===== config.mk =====
export PLATFORM = sky130hd
export DESIGN_NAME = pmt_timer
export DESIGN_NICKNAME = d
export VERILOG_FILES = /design/src/hdl/pmt_pkg.sv /design/src/hdl/pmt_event_div.sv /design/src/hdl/pmt_timer.sv
export VERILOG_INCLUDE_DIRS = /design/src /design/src/hdl
export SDC_FILE = /design/constraint.sdc
export NUM_CORES = 1
export LEC_CHECK = 0
export BUFFER_PORTS_ARGS = -buffer_cell sky130_fd_sc_hd__buf_2
export CAP_MARGIN = 10
export CORE_MARGIN = 3
export CORE_UTILIZATION = 45
export CTS_CLUSTER_SIZE = 28
export DETAILED_ROUTE_END_ITERATION = 10
export PLACE_DENSITY_LB_ADDON = 0.25
export REMOVE_ABC_BUFFERS = 1
export SYNTH_ARGS = -nofsm -noshare
export SYNTH_HDL_FRONTEND = slang
export SYNTH_SLANG_ARGS = --single-unit

===== constraint.sdc =====
create_clock -name clk_sys -period 5.6 [get_ports clk_sys]
set_clock_uncertainty 0.05 [all_clocks]
set_input_delay 0.28 -clock clk_sys [delete_from_list [all_inputs] [get_ports clk_sys]]
set_output_delay 0.28 -clock clk_sys [all_outputs]
set_load 0.02 [all_outputs]

===== src/hdl/pmt_defines.svh =====
// How it works
// - The 8-bit count climbs from zero to the period value, then goes back to zero on the next step.
// - Reset loads the period register with all ones.
// - Each period match feeds a 4-bit postscaler giving one event per 1 to 16 matches.
// - Every postscaler event sets the match interrupt flag.
// - Writing the count or control register, or any reset, clears prescaler and postscaler.
// - Writing the control register leaves the count as it was.
// - The count register is read/write and reset clears it to zero.
// - Control bit 2 runs the timer; while clear the count holds still.
// - Control reads bit 7 as zero, postscale select in bits 6..3, prescale select in bits 1..0.
// - Software may read and write the period register at any time.
// - The period match serves as the time base for the PWM of the capture/compare unit.
// - The match, taken ahead of the postscaler, goes out to the serial port for its shift clock.
`ifndef PMT_DEFINES_SVH
`define PMT_DEFINES_SVH

// Register byte offsets
`define PMT_OFF_COUNT 8'h00
`define PMT_OFF_PERIOD 8'h04
`define PMT_OFF_CONTROL 8'h08
`define PMT_OFF_FLAG 8'h0c

// Control and flag field positions
`define PMT_CTL_POST_HI 6
`define PMT_CTL_POST_LO 3
`define PMT_CTL_RUN 2
`define PMT_CTL_PRE_HI 1
`define PMT_CTL_PRE_LO 0
`define PMT_FLAG_BIT 0

// Reset values
`define PMT_RST_COUNT 8'h00
`define PMT_RST_PERIOD 8'hff
`define PMT_RST_CONTROL 8'h00

// Divider terminal counts
`define PMT_QUARTER_LIMIT 4'h3
`define PMT_PRE1_LIMIT 4'h0
`define PMT_PRE4_LIMIT 4'h3
`define PMT_PRE16_LIMIT 4'hf

`endif


===== src/hdl/pmt_pkg.sv =====
package pmt_pkg;

  typedef logic [7:0] pmt_byte_t;

  typedef enum logic [1:0] {
    PMT_PRE_1 = 2'b00,
    PMT_PRE_4 = 2'b01,
    PMT_PRE_16 = 2'b10,
    PMT_PRE_16B = 2'b11
  } pmt_presc_t;

endpackage : pmt_pkg


===== src/hdl/pmt_event_div.sv =====
`timescale 1ns/1ps
module pmt_event_div
  import pmt_pkg::*;
#(
  parameter int W = 4
) (
  // Clock and reset
  input wire logic clk_sys,
  input wire logic sys_rst,
  // Control
  input wire logic clear,
  input wire logic tick,
  input wire logic [W-1:0] limit,
  // Result
  output logic pulse,
  output logic [W-1:0] count
);

  // Suppressed on clear so a flushed divider never emits a stray event
  assign pulse = tick && !clear && (count == limit);

  always_ff @(posedge clk_sys) begin
    if (sys_rst || clear) begin
      count <= '0;
    end else if (tick) begin
      if (count >= limit) begin
        count <= '0;
      end else begin
        count <= count + 1'b1;
      end
    end
  end
endmodule : pmt_event_div


===== src/hdl/pmt_timer.sv =====
// Added by the designer: the register addresses and the AHB-Lite interface to the registers.
`timescale 1ns/1ps
`include "pmt_defines.svh"
module pmt_timer
  import pmt_pkg::*;
(
  // Clock and reset
  input wire logic clk_sys,
  input wire logic sys_rst,
  // AHB-Lite slave
  input wire logic hsel,
  input wire logic [7:0] haddr,
  input wire logic [1:0] htrans,
  input wire logic hwrite,
  input wire logic [2:0] hsize,
  input wire logic [31:0] hwdata,
  input wire logic hready,
  output logic [31:0] hrdata,
  output logic hreadyout,
  output logic hresp,
  // Time base outputs
  output logic periodMatch,
  output logic postscaleEvent,
  output logic matchFlag
);

  ////////////////////////////////////////////////////////////
  // Register state
  pmt_byte_t count;
  pmt_byte_t period;
  logic [3:0] postSel;
  logic runEn;
  pmt_presc_t preSel;

  // Bus pipeline
  logic take;
  logic [7:0] dAddr;
  logic dWrite;
  logic rdWait;
  logic wrCount;
  logic wrPeriod;
  logic wrControl;
  logic wrFlag;
  logic flagClr;
  logic divClr;
  pmt_byte_t rdMux;

  // Dividers
  logic quarterTick;
  logic preTick;
  logic [3:0] preLimit;
  logic [3:0] preCount;
  logic [3:0] postCount;
  logic atPeriod;

  ////////////////////////////////////////////////////////////
  // AHB-Lite front end
  assign take = hsel && htrans[1] && hready;
  // Reads take one wait state so read data always comes from a flop
  assign hreadyout = !rdWait;
  assign hresp = 1'b0;

  always_ff @(posedge clk_sys) begin
    if (sys_rst) begin
      dAddr <= 8'h00;
      dWrite <= 1'b0;
      rdWait <= 1'b0;
    end else begin
      dWrite <= take && hwrite;
      rdWait <= take && !hwrite;
      if (take) begin
        dAddr <= haddr;
      end
    end
  end

  // Writes land at the end of their single data-phase cycle
  assign wrCount = dWrite && (dAddr == `PMT_OFF_COUNT);
  assign wrPeriod = dWrite && (dAddr == `PMT_OFF_PERIOD);
  assign wrControl = dWrite && (dAddr == `PMT_OFF_CONTROL);
  assign wrFlag = dWrite && (dAddr == `PMT_OFF_FLAG);
  assign flagClr = wrFlag && hwdata[`PMT_FLAG_BIT];
  assign divClr = wrCount || wrControl;

  always_comb begin
    rdMux = 8'h00;
    case (dAddr)
      `PMT_OFF_COUNT: rdMux = count;
      `PMT_OFF_PERIOD: rdMux = period;
      `PMT_OFF_CONTROL: rdMux = {1'b0, postSel, runEn, preSel};
      `PMT_OFF_FLAG: rdMux = {7'h00, matchFlag};
      default: rdMux = 8'h00;
    endcase
  end

  always_ff @(posedge clk_sys) begin
    if (sys_rst) begin
      hrdata <= 32'h0000_0000;
    end else if (rdWait) begin
      hrdata <= {24'h00_0000, rdMux};
    end
  end

  ////////////////////////////////////////////////////////////
  // Period and control registers
  always_ff @(posedge clk_sys) begin
    if (sys_rst) begin
      period <= `PMT_RST_PERIOD;
    end else if (wrPeriod) begin
      period <= hwdata[7:0];
    end
  end

  always_ff @(posedge clk_sys) begin
    if (sys_rst) begin
      postSel <= 4'h0;
      runEn <= 1'b0;
      preSel <= PMT_PRE_1;
    end else if (wrControl) begin
      postSel <= hwdata[`PMT_CTL_POST_HI:`PMT_CTL_POST_LO];
      runEn <= hwdata[`PMT_CTL_RUN];
      preSel <= pmt_presc_t'(hwdata[`PMT_CTL_PRE_HI:`PMT_CTL_PRE_LO]);
    end
  end

  ////////////////////////////////////////////////////////////
  // Clock over four, then prescaler
  pmt_event_div #(.W(4)) uQuarter (
    .clk_sys(clk_sys),
    .sys_rst(sys_rst),
    .clear(1'b0),
    .tick(1'b1),
    .limit(`PMT_QUARTER_LIMIT),
    .pulse(quarterTick),
    .count()
  );

  always_comb begin
    case (preSel)
      PMT_PRE_1: preLimit = `PMT_PRE1_LIMIT;
      PMT_PRE_4: preLimit = `PMT_PRE4_LIMIT;
      default: preLimit = `PMT_PRE16_LIMIT;
    endcase
  end

  // Off means no ticks reach the prescaler or count; only the clock-over-four divider keeps toggling
  pmt_event_div #(.W(4)) uPre (
    .clk_sys(clk_sys),
    .sys_rst(sys_rst),
    .clear(divClr),
    .tick(quarterTick && runEn),
    .limit(preLimit),
    .pulse(preTick),
    .count(preCount)
  );

  ////////////////////////////////////////////////////////////
  // Count register and period match
  assign atPeriod = (count == period);
  // Match is the step that takes count back to zero
  assign periodMatch = preTick && atPeriod && !wrCount;

  always_ff @(posedge clk_sys) begin
    if (sys_rst) begin
      count <= `PMT_RST_COUNT;
    end else if (wrCount) begin
      count <= hwdata[7:0];
    end else if (preTick) begin
      if (atPeriod) begin
        count <= 8'h00;
      end else begin
        count <= count + 8'h01;
      end
    end
  end

  ////////////////////////////////////////////////////////////
  // Postscaler and flag
  pmt_event_div #(.W(4)) uPost (
    .clk_sys(clk_sys),
    .sys_rst(sys_rst),
    .clear(divClr),
    .tick(periodMatch),
    .limit(postSel),
    .pulse(postscaleEvent),
    .count(postCount)
  );

  // Set wins over a clear in the same cycle
  always_ff @(posedge clk_sys) begin
    if (sys_rst) begin
      matchFlag <= 1'b0;
    end else if (postscaleEvent) begin
      matchFlag <= 1'b1;
    end else if (flagClr) begin
      matchFlag <= 1'b0;
    end
  end
endmodule : pmt_timer


==> qor.txt <==
Setup TNS -> 0 ps
DP Wirelength -> 4490 microns
Global routing's busiest layer -> met2
Slowest Stage Delay on Critical Path -> 390 ps
Critical Path RT -> 5270 ps
Inst Count DP -> 441
Final Hold Fails -> 0
Multi-input gate area -> 1560 sq um
Core box area -> 6060 sq um
WL/cell -> 13.6 microns
Syn Std Cell Area -> 2880 sq um
Synth top area share -> 37.5%
Hold path endpoint -> rdWait
Clock latency on the worst-skew pair -> 310 ps
RR Startpoint -> preSel[0]
Pleak -> 0.00128 uW
# Post-CTS Setup Buffers -> 0
CP Data Arrival Time -> 2500 ps
Routed vias/inst -> 5.25
Critical path type -> register to primary output
Reg2reg path depth -> 7
Number of synthesized register bits -> 54
Max Freq -> 0.354 GHz
Post-Layout Cell Count -> 449
Die X -> 86.0 microns
# rows -> 28
CTS tree -> yes
Vias post-DR -> 2,357
Startpoint class of the critical path -> register
Hold path cells -> 2
Worst hold start -> hwrite
Clock buffers created by TritonCTS -> 5
GRT met1 Usage -> 24.3%
Drt drc -> 0
Die area -> 7390 sq um
Crit Reg-Reg Endpoint -> uPost.count[3]
YS warnings -> 0
WHS -> 78.5 ps
Max_slew headroom -> 46.9%
Worst-Margin Slew -> 797 ps
Antenna diode count -> 0
Vias in the first global route -> 2,127
RSZ-0062 raised after global routing -> no
Most used DFF post-synth -> dfxtp_1
Overall global routing resource usage -> 17.0%
Grt total ovfl -> 0
Post-cts resize count -> 0
Met3 track demand over resource -> 3.27%
Cell Chain, Critical Path -> or2_2 -> ha_1 -> nand4_1 -> nor4_2 -> nand4_4 -> or2_1 -> inv_1 -> buf_2
RePlAce Congestion -> 0.810
Max H-tree Level -> 2
PD cells -> 241 nW/um^2
CTS Hold Bufs -> 0
Syn Area/Cell -> 8.30 sq um
Register area -> 1080 sq um
Number of synthesized flops with an enable pin -> 0
Mapped Cells -> 347
Synth cell types -> 43
Fillers -> 582
Seq/Total Area, Yosys -> 37.5%
First-pass GRT wire length -> 10,200 microns
CTS Sinks -> 54
M2 GR Usage -> 26.2%
CP endpoint kind -> primary output
# setup viols final -> 0
Cell taking the most area after synthesis -> dfxtp_1
Status -> completed
1st-pass router iterations -> 4
Layout cell share with drive strength beyond 1 -> 13.6%
HP Class -> primary input to register
Worst-path fanout max -> 9
Antenna violations before repair -> 0
Antenna-violating nets left -> 0
Initial Util -> 47.5%
Max-slew violation count -> 0
Layout net count -> 435
Core Util, Final -> 51.5%
Slowest cell on crit path -> nor4_2
Reg2Reg Setup Slack -> 3180 ps
Die height -> 86.0 microns
Minimum clock period -> 2830 ps
Asr flop ratio synth -> 0%
Largest net degree at the start of global routing -> 45
Worst vdd ir -> 0.135 mV
Root Buffer -> clkbuf_8
Total wire length -> 6130 microns
Tcrit/Tclk final -> 50.5%
Clock slew at reported path FFs -> 100 ps
Clock buffer depth -> 2
Ranking of synthesized cells by area -> dfxtp_1, buf_4, nand2_1
Port-buffer cells -> 33
Max Cap Viol -> 0
Ports -> 87
Initial DRC Count -> 121
Area Overhead vs Synth -> 8.47%
-- sequential cells by signal, indices dropped and copies added (netlist names) --
signal          cells
period              8
uPre.count          4
dWrite              1
count               8
uPost.count         4
preSel              2
uQuarter.count      4
runEn               1
rdWait              1
matchFlag           1
hrdata              8
postSel             4
dAddr               8
-- power by group --
part           leakage (uW)  internal, uW  switching [uW]  total (uW)
logic              0.000775          14.2            38.0        52.2
clock network     0.0000683           179             128         308
registers          0.000437           388            4.64         393
total               0.00128           581             171         752
-- layout by cell type, fill, tap and decap left out, drive strengths merged, types with 3 or more instances in the layout --
cell type,n
conb,27
a211o,8
a22oi,7
a31oi,4
o21ai,12
nand2,45
buf,34
a21oi,25
and2,4
nor3,3
nand2b,3
inv,20
nand3,22
ha,12
nand4,4
clkbuf,5
a32oi,3
nor2,29
dfxtp,54
nor4,6
xor2,13
mux2i,9
-- final cells by class --
type,instances,area share [%]
clock buffers,5,2.20
clock inverters,3,2.20
inverters,20,2.40
multi-input cells,258,50.0
flip-flops and latches,54,34.6
well taps,75,3.00
repair buffers,34,5.53
-- critical path: cells and delay by family (launching register included) --
| kind | cells | cell delay [ps] |
|---|---|---|
| fa+ha+maj | 1 | 290 |
| buf+inv | 2 | 200 |
| flops | 1 | 340 |
| simple gates | 5 | 1370 |
-- stage by stage --
step	power (uW)	cell area, sq um	setup WS, ps
6_report	752	3120	2770
3_5_place_dp	453	2990	3090
4_1_cts	761	3120	2740
5_1_grt	779	3120	2630
2_1_floorplan	433	2720	3400
3_3_place_gp	453	2990	3110
-- Yosys cell counts, drive strengths merged, types with 8 or more instances --
| cell | count |
|---|---|
| inv | 20 |
| ha | 12 |
| o21ai | 12 |
| nand2 | 45 |
| dfxtp | 54 |
| nor2 | 29 |
| a21oi | 25 |
| xor2 | 13 |
| nand3 | 22 |
| buf | 28 |
| mux2i | 9 |
| a211o | 8 |
| clkbuf | 13 |
-- layer usage --
| layer | up-vias | wire length, microns |
|---|---|---|
| met4 | 0 | 65 |
| li1 | 1188 | - |
| met1 | 1092 | 2930 |
| met3 | 6 | 375 |
| met5 | - | 0 |
| met2 | 71 | 2760 |
-- kinds of logic (layout without fill, tap and decap cells) --
kind of cell	count (synthesis)	in the layout	share of synthesized area (%)
simple gates	127	127	22.5
compound gates	67	67	14.6
buf+inv	61	62	11.6
flops	54	54	37.5
xor+xnor	15	15	4.56
fa+ha+maj	12	12	5.21
mux	10	10	3.91
other cells	1	27	0.130
-- worst max-delay path by stage --
stage	startpoint	to	slack, ps	cells after the start
4_1_cts	preSel[0]	postscaleEvent	2740	8
3_3_place_gp	preSel[0]	postscaleEvent	3110	8
5_1_grt	preSel[1]	postscaleEvent	2630	8
2_1_floorplan	preSel[0]	postscaleEvent	3400	7
6_report	preSel[0]	postscaleEvent	2770	8
3_5_place_dp	preSel[0]	postscaleEvent	3090	8
No activity file was read; power rests on OpenSTA's default activity.
